### src/aad_pkg.sv
// shared constants and types of the add and accumulator datapath
package aad_pkg;

  // ------------------------------------------------------------
  // widths
  // ------------------------------------------------------------
  localparam int DW = 8;
  localparam int IW = 14;
  localparam int FAW = 7;
  localparam int NIB = 4;
  localparam int WBAW = 8;
  localparam int WBDW = 32;

  // ------------------------------------------------------------
  // register offsets (byte addresses)
  // ------------------------------------------------------------
  localparam logic [WBAW-1:0] OFS_INSTR = 8'h00;
  localparam logic [WBAW-1:0] OFS_ACC = 8'h04;
  localparam logic [WBAW-1:0] OFS_STATUS = 8'h08;
  localparam logic [WBAW-1:0] OFS_FADDR = 8'h0c;
  localparam logic [WBAW-1:0] OFS_FDATA = 8'h10;

  // ------------------------------------------------------------
  // status fields and reset values
  // ------------------------------------------------------------
  localparam int ST_C = 0;
  localparam int ST_DC = 1;
  localparam int ST_Z = 2;
  localparam int ST_BUSY = 8;
  localparam int ST_UNSUP = 9;
  localparam logic [DW-1:0] ACC_RST = 8'h00;
  localparam logic [IW-1:0] INSTR_RST = 14'h0000;
  localparam logic [FAW-1:0] FADDR_RST = 7'h00;

  // ------------------------------------------------------------
  // opcode fields
  // ------------------------------------------------------------
  localparam int DEST_BIT = 7;
  localparam logic [4:0] OPC_ADDL = 5'h1f;
  localparam logic [5:0] OPC_ANDL = 6'h39;
  localparam logic [5:0] OPC_ADDR = 6'h07;
  localparam logic [5:0] OPC_ANDR = 6'h05;

  // ------------------------------------------------------------
  // types
  // ------------------------------------------------------------
  typedef enum logic [2:0] {OP_NOP, OP_ADDL, OP_ANDL, OP_ADDR, OP_ANDR} aad_op_e;
  typedef enum logic [2:0] {PH_IDLE, PH_Q1, PH_Q2, PH_Q3, PH_Q4} aad_phase_e;

  typedef struct packed {
    aad_op_e op;
    logic toReg;
    logic [FAW-1:0] fAddr;
    logic [DW-1:0] lit;
  } aad_instr_s;

  typedef struct packed {
    logic z;
    logic dc;
    logic c;
  } aad_flags_s;

endpackage

### src/aad_qphase.sv
// quarter-phase sequencer of one instruction cycle
module aad_qphase #(
  parameter int QDIV = 1
) (
  input wire logic clk,
  input wire logic rstn,
  input wire logic start,
  output aad_pkg::aad_phase_e phase,
  output logic qTick
);

  // ------------------------------------------------------------
  // quarter length divider
  // ------------------------------------------------------------
  localparam int CW = (QDIV > 1) ? $clog2(QDIV) : 1;
  localparam logic [CW-1:0] CNT_LAST = CW'(QDIV - 1);
  localparam logic [CW-1:0] CNT_ONE = CW'(1);

  generate
    if (QDIV < 1)
    begin : g_bad
      $error("QDIV must be at least one");
    end
  endgenerate

  logic [CW-1:0] cnt;
  aad_pkg::aad_phase_e next_phase;

  // qTick marks the last clock of each quarter
  assign qTick = (phase != aad_pkg::PH_IDLE) && (cnt == CNT_LAST);

  always_ff @(posedge clk or negedge rstn)
  begin
    if (!rstn)
      cnt <= '0;
    else if (phase == aad_pkg::PH_IDLE || qTick)
      cnt <= '0;
    else
      cnt <= cnt + CNT_ONE;
  end

  // ------------------------------------------------------------
  // phase state machine
  // ------------------------------------------------------------
  always_comb
  begin
    next_phase = phase;
    unique case (phase)
      aad_pkg::PH_IDLE: if (start) next_phase = aad_pkg::PH_Q1;
      aad_pkg::PH_Q1: if (qTick) next_phase = aad_pkg::PH_Q2;
      aad_pkg::PH_Q2: if (qTick) next_phase = aad_pkg::PH_Q3;
      aad_pkg::PH_Q3: if (qTick) next_phase = aad_pkg::PH_Q4;
      aad_pkg::PH_Q4: if (qTick) next_phase = aad_pkg::PH_IDLE;
      default: next_phase = aad_pkg::PH_IDLE;
    endcase
  end

  always_ff @(posedge clk or negedge rstn)
  begin
    if (!rstn)
      phase <= aad_pkg::PH_IDLE;
    else
      phase <= next_phase;
  end

endmodule

### src/aad_alu.sv
// add and and unit with flag generation
module aad_alu (
  input aad_pkg::aad_op_e op,
  input wire logic [aad_pkg::DW-1:0] acc,
  input wire logic [aad_pkg::DW-1:0] operand,
  output logic [aad_pkg::DW-1:0] result,
  output aad_pkg::aad_flags_s flags,
  output logic updCarry,
  output logic updZero
);

  // ------------------------------------------------------------
  // arithmetic
  // ------------------------------------------------------------
  logic [aad_pkg::DW:0] sum;
  logic [aad_pkg::NIB:0] lowSum;
  logic isAdd;
  logic isAnd;

  assign sum = {1'b0, acc} + {1'b0, operand};
  // digit carry is the carry out of the low nibble
  assign lowSum = {1'b0, acc[aad_pkg::NIB-1:0]} + {1'b0, operand[aad_pkg::NIB-1:0]};
  assign isAdd = (op == aad_pkg::OP_ADDL) || (op == aad_pkg::OP_ADDR);
  assign isAnd = (op == aad_pkg::OP_ANDL) || (op == aad_pkg::OP_ANDR);

  assign result = isAdd ? sum[aad_pkg::DW-1:0] : (acc & operand);
  assign flags.c = sum[aad_pkg::DW];
  assign flags.dc = lowSum[aad_pkg::NIB];
  assign flags.z = (result == '0);
  assign updCarry = isAdd;
  assign updZero = isAdd || isAnd;

endmodule

### src/aad_datapath.sv
// add and accumulator datapath with wishbone register access
// ------------------------------------------------------------
// Overview of operation
// - add_literal_op (top bits 11 111x) adds the 8-bit literal to the accumulator, stores it there and updates c, digit_carry_flag and z.
// - add_register_op (00 0111, dest bit, 7-bit address) adds accumulator and file register and updates c, digit_carry_flag and z.
// - register forms store the result in the accumulator when the dest bit is 0 and back in the file register when it is 1.
// - and_register_op (00 0101) ands accumulator and file register into the chosen destination and updates only z.
// - literal forms decode in q1, take the literal in q2, compute in q3 and write the accumulator in q4.
// - register forms decode in q1, read the file register in q2, compute in q3 and write the destination in q4.
// ------------------------------------------------------------
//
// Our own choices: the address map and the Wishbone register port.
module aad_datapath #(
  parameter int QDIV = 1,
  parameter int FDEPTH = 128
) (
  input wire logic clk,
  input wire logic rstn,
  input wire logic wb_cyc_i,
  input wire logic wb_stb_i,
  input wire logic wb_we_i,
  input wire logic [aad_pkg::WBAW-1:0] wb_adr_i,
  input wire logic [3:0] wb_sel_i,
  input wire logic [aad_pkg::WBDW-1:0] wb_dat_i,
  output logic [aad_pkg::WBDW-1:0] wb_dat_o,
  output logic wb_ack_o,
  output logic busy,
  output logic done
);

  generate
    if (FDEPTH < 1 || FDEPTH > (1 << aad_pkg::FAW))
    begin : g_bad
      $error("FDEPTH must lie between 1 and 128");
    end
  endgenerate

  // ------------------------------------------------------------
  // state
  // ------------------------------------------------------------
  logic [aad_pkg::DW-1:0] acc;
  logic [aad_pkg::DW-1:0] fileMem [FDEPTH];
  logic [aad_pkg::IW-1:0] instrReg;
  logic [aad_pkg::FAW-1:0] fAddrReg;
  aad_pkg::aad_flags_s flags;
  aad_pkg::aad_instr_s dec;
  logic unsup;
  logic [aad_pkg::DW-1:0] operand;
  logic [aad_pkg::DW-1:0] result;
  aad_pkg::aad_flags_s resFlags;
  logic resUpdCarry;
  logic resUpdZero;
  logic ackReg;
  logic [aad_pkg::WBDW-1:0] datReg;

  // ------------------------------------------------------------
  // wishbone decode
  // ------------------------------------------------------------
  logic wbAct;
  logic wbWr;
  logic selInstr;
  logic selAcc;
  logic selStatus;
  logic selFAddr;
  logic selFData;
  logic instrWr;
  logic accWr;
  logic statusWr;
  logic fAddrWr;
  logic fDataWr;
  logic [aad_pkg::IW-1:0] instrWord;
  logic [aad_pkg::WBDW-1:0] statusWord;
  logic [aad_pkg::WBDW-1:0] rdData;
  logic [aad_pkg::DW-1:0] fileRd;

  assign wbAct = wb_cyc_i && wb_stb_i;
  // a write lands at the edge where ack is seen high
  assign wbWr = wbAct && wb_we_i && ackReg;
  assign selInstr = wb_adr_i[aad_pkg::WBAW-1:2] == aad_pkg::OFS_INSTR[aad_pkg::WBAW-1:2];
  assign selAcc = wb_adr_i[aad_pkg::WBAW-1:2] == aad_pkg::OFS_ACC[aad_pkg::WBAW-1:2];
  assign selStatus = wb_adr_i[aad_pkg::WBAW-1:2] == aad_pkg::OFS_STATUS[aad_pkg::WBAW-1:2];
  assign selFAddr = wb_adr_i[aad_pkg::WBAW-1:2] == aad_pkg::OFS_FADDR[aad_pkg::WBAW-1:2];
  assign selFData = wb_adr_i[aad_pkg::WBAW-1:2] == aad_pkg::OFS_FDATA[aad_pkg::WBAW-1:2];

  // software may not write instr, acc, status or file data while an instruction runs; faddr stays writable
  assign instrWr = wbWr && selInstr && (|wb_sel_i[1:0]) && !busy;
  assign accWr = wbWr && selAcc && wb_sel_i[0] && !busy;
  assign statusWr = wbWr && selStatus && wb_sel_i[0] && !busy;
  assign fAddrWr = wbWr && selFAddr && wb_sel_i[0];
  assign fDataWr = wbWr && selFData && wb_sel_i[0] && !busy;

  assign instrWord = {wb_sel_i[1] ? wb_dat_i[aad_pkg::IW-1:8] : instrReg[aad_pkg::IW-1:8],
                      wb_sel_i[0] ? wb_dat_i[7:0] : instrReg[7:0]};

  // addresses past the array read as zero
  assign fileRd = (int'(fAddrReg) < FDEPTH) ? fileMem[fAddrReg] : '0;

  always_comb
  begin
    statusWord = '0;
    statusWord[aad_pkg::ST_C] = flags.c;
    statusWord[aad_pkg::ST_DC] = flags.dc;
    statusWord[aad_pkg::ST_Z] = flags.z;
    statusWord[aad_pkg::ST_BUSY] = busy;
    statusWord[aad_pkg::ST_UNSUP] = unsup;
  end

  assign rdData = selInstr ? {{(aad_pkg::WBDW - aad_pkg::IW){1'b0}}, instrReg} :
                  selAcc ? {{(aad_pkg::WBDW - aad_pkg::DW){1'b0}}, acc} :
                  selStatus ? statusWord :
                  selFAddr ? {{(aad_pkg::WBDW - aad_pkg::FAW){1'b0}}, fAddrReg} :
                  selFData ? {{(aad_pkg::WBDW - aad_pkg::DW){1'b0}}, fileRd} :
                  '0;

  // ------------------------------------------------------------
  // wishbone answer
  // ------------------------------------------------------------
  always_ff @(posedge clk or negedge rstn)
  begin
    if (!rstn)
      ackReg <= 1'b0;
    else
      ackReg <= wbAct && !ackReg;
  end

  always_ff @(posedge clk or negedge rstn)
  begin
    if (!rstn)
      datReg <= '0;
    else if (wbAct && !ackReg)
      datReg <= rdData;
  end

  assign wb_ack_o = ackReg;
  assign wb_dat_o = datReg;

  // ------------------------------------------------------------
  // quarter phases
  // ------------------------------------------------------------
  aad_pkg::aad_phase_e phase;
  logic qTick;
  logic q1Tick;
  logic q2Tick;
  logic q3Tick;
  logic q4Tick;

  aad_qphase #(
    .QDIV(QDIV)
  ) u_qphase (
    .clk(clk),
    .rstn(rstn),
    .start(instrWr),
    .phase(phase),
    .qTick(qTick)
  );

  assign busy = phase != aad_pkg::PH_IDLE;
  assign q1Tick = qTick && (phase == aad_pkg::PH_Q1);
  assign q2Tick = qTick && (phase == aad_pkg::PH_Q2);
  assign q3Tick = qTick && (phase == aad_pkg::PH_Q3);
  assign q4Tick = qTick && (phase == aad_pkg::PH_Q4);
  assign done = q4Tick;

  // ------------------------------------------------------------
  // instruction decode
  // ------------------------------------------------------------
  logic isAddL;
  logic isAndL;
  logic isAddR;
  logic isAndR;
  aad_pkg::aad_op_e decOp;
  aad_pkg::aad_instr_s decNow;

  assign isAddL = instrReg[aad_pkg::IW-1:aad_pkg::IW-5] == aad_pkg::OPC_ADDL;
  assign isAndL = instrReg[aad_pkg::IW-1:aad_pkg::IW-6] == aad_pkg::OPC_ANDL;
  assign isAddR = instrReg[aad_pkg::IW-1:aad_pkg::IW-6] == aad_pkg::OPC_ADDR;
  assign isAndR = instrReg[aad_pkg::IW-1:aad_pkg::IW-6] == aad_pkg::OPC_ANDR;

  assign decOp = isAddL ? aad_pkg::OP_ADDL :
                 isAndL ? aad_pkg::OP_ANDL :
                 isAddR ? aad_pkg::OP_ADDR :
                 isAndR ? aad_pkg::OP_ANDR :
                 aad_pkg::OP_NOP;

  // literal forms always target the accumulator
  assign decNow = '{op: decOp,
                    toReg: (isAddR || isAndR) && instrReg[aad_pkg::DEST_BIT],
                    fAddr: instrReg[aad_pkg::FAW-1:0],
                    lit: instrReg[aad_pkg::DW-1:0]};

  always_ff @(posedge clk or negedge rstn)
  begin
    if (!rstn)
      instrReg <= aad_pkg::INSTR_RST;
    else if (instrWr)
      instrReg <= instrWord;
  end

  always_ff @(posedge clk or negedge rstn)
  begin
    if (!rstn)
      dec <= '0;
    else if (q1Tick)
      dec <= decNow;
  end

  always_ff @(posedge clk or negedge rstn)
  begin
    if (!rstn)
      unsup <= 1'b0;
    else if (q1Tick)
      unsup <= decOp == aad_pkg::OP_NOP;
  end

  // ------------------------------------------------------------
  // operand fetch and compute
  // ------------------------------------------------------------
  logic litOp;
  logic [aad_pkg::DW-1:0] regRd;
  logic [aad_pkg::DW-1:0] aluRes;
  aad_pkg::aad_flags_s aluFlags;
  logic aluUpdCarry;
  logic aluUpdZero;

  assign litOp = (dec.op == aad_pkg::OP_ADDL) || (dec.op == aad_pkg::OP_ANDL);
  assign regRd = (int'(dec.fAddr) < FDEPTH) ? fileMem[dec.fAddr] : '0;

  always_ff @(posedge clk or negedge rstn)
  begin
    if (!rstn)
      operand <= '0;
    else if (q2Tick)
      operand <= litOp ? dec.lit : regRd;
  end

  aad_alu u_alu (
    .op(dec.op),
    .acc(acc),
    .operand(operand),
    .result(aluRes),
    .flags(aluFlags),
    .updCarry(aluUpdCarry),
    .updZero(aluUpdZero)
  );

  always_ff @(posedge clk or negedge rstn)
  begin
    if (!rstn)
    begin
      result <= '0;
      resFlags <= '0;
      resUpdCarry <= 1'b0;
      resUpdZero <= 1'b0;
    end
    else if (q3Tick)
    begin
      result <= aluRes;
      resFlags <= aluFlags;
      resUpdCarry <= aluUpdCarry;
      resUpdZero <= aluUpdZero;
    end
  end

  // ------------------------------------------------------------
  // write back
  // ------------------------------------------------------------
  logic wrAcc;
  logic wrFile;

  assign wrAcc = q4Tick && (dec.op != aad_pkg::OP_NOP) && !dec.toReg;
  assign wrFile = q4Tick && (dec.op != aad_pkg::OP_NOP) && dec.toReg;

  always_ff @(posedge clk or negedge rstn)
  begin
    if (!rstn)
      acc <= aad_pkg::ACC_RST;
    else if (wrAcc)
      acc <= result;
    else if (accWr)
      acc <= wb_dat_i[aad_pkg::DW-1:0];
  end

  // no reset: file registers power up undefined, as ram does
  always_ff @(posedge clk)
  begin
    if (wrFile && int'(dec.fAddr) < FDEPTH)
      fileMem[dec.fAddr] <= result;
    else if (fDataWr && int'(fAddrReg) < FDEPTH)
      fileMem[fAddrReg] <= wb_dat_i[aad_pkg::DW-1:0];
  end

  always_ff @(posedge clk or negedge rstn)
  begin
    if (!rstn)
      fAddrReg <= aad_pkg::FADDR_RST;
    else if (fAddrWr)
      fAddrReg <= wb_dat_i[aad_pkg::FAW-1:0];
  end

  // and forms leave carry and digit carry untouched
  always_ff @(posedge clk or negedge rstn)
  begin
    if (!rstn)
      flags <= '0;
    else if (q4Tick && resUpdZero)
    begin
      flags.z <= resFlags.z;
      if (resUpdCarry)
      begin
        flags.c <= resFlags.c;
        flags.dc <= resFlags.dc;
      end
    end
    else if (statusWr)
    begin
      flags.c <= wb_dat_i[aad_pkg::ST_C];
      flags.dc <= wb_dat_i[aad_pkg::ST_DC];
      flags.z <= wb_dat_i[aad_pkg::ST_Z];
    end
  end

endmodule

### config.mk
export PLATFORM = sky130hd
export DESIGN_NAME = aad_datapath
export DESIGN_NICKNAME = d
export VERILOG_FILES = /design/src/aad_pkg.sv /design/src/aad_qphase.sv /design/src/aad_alu.sv /design/src/aad_datapath.sv
export SDC_FILE = /design/constraint.sdc
export NUM_CORES = 2
export LEC_CHECK = 0
export ABC_AREA = 0
export BUFFER_PORTS_ARGS = -buffer_cell sky130_fd_sc_hd__buf_2
export CORE_UTILIZATION = 45
export DETAILED_ROUTE_END_ITERATION = 8
export GPL_TIMING_DRIVEN = 0
export SETUP_SLACK_MARGIN = 0.3
export SYNTH_ARGS = -nofsm -noshare
export SYNTH_HDL_FRONTEND = slang
export SYNTH_HIERARCHICAL = 1
export SYNTH_SLANG_ARGS = --single-unit
### constraint.sdc
create_clock -name clk -period 10.7 [get_ports clk]
set_input_delay 2.675 -clock clk [delete_from_list [all_inputs] [get_ports clk]]
set_output_delay 2.675 -clock clk [all_outputs]
set_load 0.005 [all_outputs]
# [Word level (Yosys, flattened, before mapping)]
# Memory sizes are Yosys's and may differ from the RTL's.
# Cells that the tools add are included.
[op_classes] addsub=3 n_eq_ne=22 muxes=31 bitwise=2 n_reduce_logical=51
[ops] op="8-bit 2-to-1 mux" n=7
[ops] op="3-bit 2-to-1 mux" n=11
[ops] op="1-bit logical AND" n=28
[ops] op="10-bit 2-to-1 mux" n=2
[ops] op="6-bit by 3-bit equality test with 1-bit output (second input constant)" n=3
[ops] op="3-bit one-hot mux with 5 select lines" n=1
[ops] op="14-bit 2-to-1 mux" n=1
[ops] op="3-bit by 2-bit equality test with 1-bit output (second input constant)" n=4
[ops] op="6-bit by 2-bit equality test with 1-bit output (second input constant)" n=2
[ops] op="2-bit != test (second input constant)" n=6
[ops] op="8-bit by 8-bit adder with 9-bit output" n=1
[ops] op="8-bit AND" n=1
[ops] op="8-bit logical NOT" n=1
[ops] op="8-bit OR reduction" n=1
[ops] op="1-bit 2-to-1 mux" n=7
[ops] op="7-bit 2-to-1 mux" n=1
[ops] op="3-bit by 1-bit equality test with 1-bit output (second input constant)" n=2
[ops] op="3-bit equality test (second input constant)" n=2
[ops] op="6-bit by 1-bit equality test with 1-bit output (second input constant)" n=1
[ops] op="6-bit equality test (second input constant)" n=1
[ops] op="3-bit logical NOT" n=2
[ops] op="6-bit logical NOT" n=1
[ops] op="1-bit logical OR" n=6
[ops] op="2-bit AND reduction" n=3
[ops] op="10 further kinds" n=14
[word_totals] register_bits=110 ramBits=1024 output_inout_bits=35 memories=1
[mem_list] memory="fileMem" depth=128 width=8 read_ports=2 rd_ports_with_merged_regs=0 wr=1 line="aad_datapath.sv:42" source="logic [aad_pkg::DW-1:0] fileMem [FDEPTH];"

# [Depth between registers and ports, before layout]
[depth] depth_word=11 ltp_mapped=12 mapped_depth_nobuf=9

# [Hierarchy]
# The synthesis kept the hierarchy.
[by_module_without_submodules] module="aad_datapath" instances=1 cells_per_inst=2879 area_each_um2=52057.4 seq_area_each_um2=32776.4
[by_module_without_submodules] module="aad_alu" instances=1 cells_per_inst=72 area_each_um2=535.5 seq_area_each_um2=0.0
[by_module_without_submodules] module="aad_qphase" instances=1 cells_per_inst=18 area_each_um2=171.4 seq_area_each_um2=100.1

# [Worst setup path after synthesis]
# No wires, ideal clock.
[synth_path] path_kind="input to register" startpoint="input wb_we_i" endpoint="memory fileMem[0][0] (netlist bit) (data pin)" setup_ns=0.511 arrival_ns=5.283 required_ns=10.189 slack_ns=4.906 path_stages=9 path_buffers=4 cell_sequence="and4_1 > and3_1 > buf_2 > and2_1 > buf_4 > buf_4 > buf_4 > nand2_1 > nand2_1"
[synth_via] elab_chain_cells=10
[synth_lines] element="start: declaration" line="aad_datapath.sv:21" source="input wire logic wb_we_i,"
[synth_lines] element="1-bit logical AND (2 in series)" line="aad_datapath.sv:78" source="assign wbWr = wbAct && wb_we_i && ackReg;"
[synth_lines] element="1-bit logical AND (3 in series)" line="aad_datapath.sv:90" source="assign fDataWr = wbWr && selFData && wb_sel_i[0] && !busy;"
[synth_lines] element="1-bit 2-to-1 mux" line="aad_datapath.sv:288" source="else if (fDataWr && int'(fAddrReg) < FDEPTH)"
[synth_lines] element="1-bit 2-to-1 mux" line="aad_datapath.sv:286" source="if (wrFile && int'(dec.fAddr) < FDEPTH)"
[synth_lines] element="1-bit 2-to-1 mux (not written as such)" line="aad_datapath.sv:289" source="fileMem[fAddrReg] <= wb_dat_i[aad_pkg::DW-1:0];"
[synth_lines] element="8-bit OR reduction (no line)"
[synth_lines] element="8-bit 2-to-1 mux (no line)"
[synth_lines] element="end: declaration" line="aad_datapath.sv:42"
# No other way between the ends.

# [Worst setup path after layout]
[layout_path] startpoint="register fAddrReg[3] (netlist bit)" endpoint="memory fileMem[120][1] (netlist bit) (enable)"
[layout_via] elab_chain_cells=1
[layout_lines] element="start: declaration" line="aad_datapath.sv:44" source="logic [aad_pkg::FAW-1:0] fAddrReg;"
[layout_lines] element="start signal: assignment" line="aad_datapath.sv:295" source="fAddrReg <= aad_pkg::FADDR_RST;"
[layout_lines] element="start signal: assignment" line="aad_datapath.sv:297" source="fAddrReg <= wb_dat_i[aad_pkg::FAW-1:0];"
[layout_lines] element="7-bit 2-to-1 mux (no line)"
# No other way between the ends.

==> results.cfg <==
[placement]
io_buffers = 43
placed_area_um2 = 55350
hpwl_um = 166900
gp_congestion = 1.064

[global_routing]
grt_overflow = 0
grtUsageTotal_pct = 40.43
grt_start_max_net_pins = 100
grt_pass1_wl_um = 311800
grt_pass1_vias = 34270
antenna_found_initial = 28

[sta]
final.min_clock_period_ns = 6.498
setup_viol = 0
whs_ns = 0.4747
max_freq_mhz = 153.9
finalCritPeriodShare_pct = 60.73
skew_ns = 0.04091
setup_tns_ns = 0
maxSlewHeadroom_pct = -15.19
rsz0062_at_grt = false
final_hold_viol_count = 0
tightest_slew_ns = 1.728
drv_slew = 96

[layout]
stdcell_area_um2 = 59060
multi_input_area_um2 = 18610
post-route-util_pct = 50.83
fillers = 9459
area_growth_pct = 11.93
drive_gt1_share_pct = 29.29
layout.nets = 3220
regArea_um2 = 32880

[power_and_ir_drop]
p_per_area_nw_per_um2 = 179.5
internal-power_mw = 7.823
power_switching_mw = 2.776
sw_frac_of_total_pct = 26.19
power_frac_clock_pct = 38.5
pwr-share-comb_pct = 11.2
vdd_drop_max_mv = 0.1319
total_power_mw = 10.60
p_leak_nw = 18.40
pwr-share-seq_pct = 50.3

[clock_network]
clk_latency_ns = 0.76
cts_buffers = 118
postCtsSetupBuffers = 0
cts_tree = built
cts_resized = 0
path_clk_slew_ns = 0.06
cts_buffer_depth = 3
clock_sinks = 1109
root_buffer = clkbuf_16
postCtsHoldBufs = 0
htreeDepth = 3

[yosys]
synth-simple-area-share_pct = 4.567
synth_edf_count = 1024
synth_cell_types = 71
avgSynthCellArea_um2 = 17.77
ys.flop_type = edfxtp_1
synth_compound_gate_area_share_pct = 5.205
synthMuxAreaShare_pct = 24.91
synth.area.top_cells = edfxtp_1 58%, mux4_2 22%, dfrtp_1 4.0%, mux2i_1 2.4%, nor2_1 1.4%
synthTopCellsByCount = 1024 x edfxtp_1, 505 x mux4_2, 198 x nor2_1
postSynthCellCount = 2969
yosysSeqAreaShare_pct = 62.31
synth_top_area_share_pct = 58.28
synth_fa_ha_area_share_pct = 0.2134
async_flop_share_pct = 7.665
synth-xor-area-share_pct = 0.1162
yosysTopAreaCell = edfxtp_1
synth_top_family_by_area = multiplexers
syn_area_um2 = 52760
yosys_warnings = 6
synth.most_common_cell = edfxtp_1
ys_ff_latch = 1109

[floorplan]
top_level_ports = 84
die_h_um = 344.4
start_util_pct = 45.41
core_um2 = 116200
rows = 125
die_area_um2 = 118600
die_width_um = 344.4

[min_path]
whs_path_depth = 2
hold_class = reg2reg
holdPathEnd = wb_dat_o[13]
hp-start = wb_dat_o[13]

[critical_path]
regToRegSetupSlack_ns = 4.20
arrival_ns = 6.84
critPathLaunchType = register
rr_startpoint = fAddrReg[3]
end_kind = register
cp.required_ns = 11.05
reg2reg_depth = 7
r2r_end = fileMem[120][1]
critPathKind = reg2reg
critPathMaxFanout = 10

[detailed_routing]
dr.pass1.iters = 6
drt_iter0_drc = 6853
drt-vias-per-instance = 7.520
wl_um = 238400
detail-route-antenna-nets = 0
vias = 36030
wl_per_cell_um = 49.76
drc_errors = 0

[outcome]
violations = capacitance limit, slew limit
run_status = finished, violations left

[job]
maxCapViolCount = 12
[registers in the layout (all words and copies together), names as in the netlist]
register and cells:
acc 8, dec 12, fAddrReg 7, fileMem 1024
flags 3, instrReg 14, operand 8, resFlags 3
resUpdCarry 1, resUpdZero 1, result 8, u_qphase/cnt 1
u_qphase/phase 3, unsup 1, wb_ack_o 1, wb_dat_o 14
[worst max-delay path by stage]
stage / start / end / cells after the start
5_1_grt: wb_cyc_i / fileMem[122][6] / 10
6_report: fAddrReg[3] / fileMem[120][1] / 7
4_1_cts: wb_cyc_i / fileMem[12][3] / 10
2_1_floorplan: wb_we_i / fileMem[0][0] / 9
3_5_place_dp: wb_cyc_i / fileMem[12][3] / 10
3_3_place_gp: wb_cyc_i / fileMem[84][1] / 8
[routing by layer]
metal | up-vias | track usage, % | wire (µm)
met3 | 771 | 14.36 | 33410
li1 | 12860 | - | -
met2 | 3265 | 57.42 | 101400
met1 | 19120 | 52.33 | 83990
met5 | - | 0.4006 | 163
met4 | 16 | 26.83 | 19420
[worst max-delay path, cell delays in order, from the launching register on]
cell      delay [ns]
dfrtp_1         0.33
clkbuf_1        0.49
clkbuf_1        1.11
clkbuf_1        1.33
nand2_1         0.10
o21ai_0         1.01
nand2_1         0.47
nor2_1          1.22
[layout make-up]
type | instances | area share [%]
clock inverter | 65 | 0.9491
buffer | 238 | 2.349
sequential | 1109 | 55.66
tap | 1524 | 3.229
antenna | 6 | 0.02542
timing repair buffer | 56 | 0.8982
inverter | 11 | 0.06991
multi-input combinational | 1628 | 31.51
clock buffer | 154 | 5.300
[placed cells by master, fill, tap and decap left out, drive strengths merged, types with 10 or more instances in the layout]
master / n
clkbuf: 238
or3: 11
clkinv: 50
buf: 210
mux4: 505
o21ai: 69
a22oi: 69
or2: 12
and3: 15
inv: 13
mux2i: 129
a31oi: 11
a21oi: 62
and2: 10
nand4: 14
a221oi: 25
nor2: 198
nand2b: 15
conb: 19
nor3: 16
a22o: 30
nand3: 51
dfrtp: 85
nor4: 10
o22ai: 34
o221ai: 31
nor2b: 17
edfxtp: 1024
mux2: 42
nand2: 137
[kinds of logic after synthesis]
| kind of cell | count (synthesis) |
|---|---|
| AO/OA/AOI/OAI | 393 |
| XOR/XNOR | 7 |
| adder cells (fa/ha/maj) | 9 |
| buffers and inverters | 249 |
| flip-flops | 1109 |
| multiplexers | 676 |
| other | 2 |
| AND/OR/NAND/NOR | 524 |
[power groups by stage]
stage          registers [mW]  logic, mW  clock network, mW
2_1_floorplan            5.45      0.610                  0
3_3_place_gp             5.58       1.01                  0
3_5_place_dp             5.42       1.16                  0
4_1_cts                  5.33       1.15               4.05
5_1_grt                  5.34       1.25               4.20
6_report                 5.33       1.18               4.08
[per-stage QoR]
step	setup WS (ns)	std cells
2_1_floorplan	4.906	2986
3_3_place_gp	2.066	4553
3_5_place_dp	3.618	4566
4_1_cts	4.382	4785
5_1_grt	4.150	4785
6_report	4.202	4791
No activity file was read; power rests on OpenSTA's default activity.
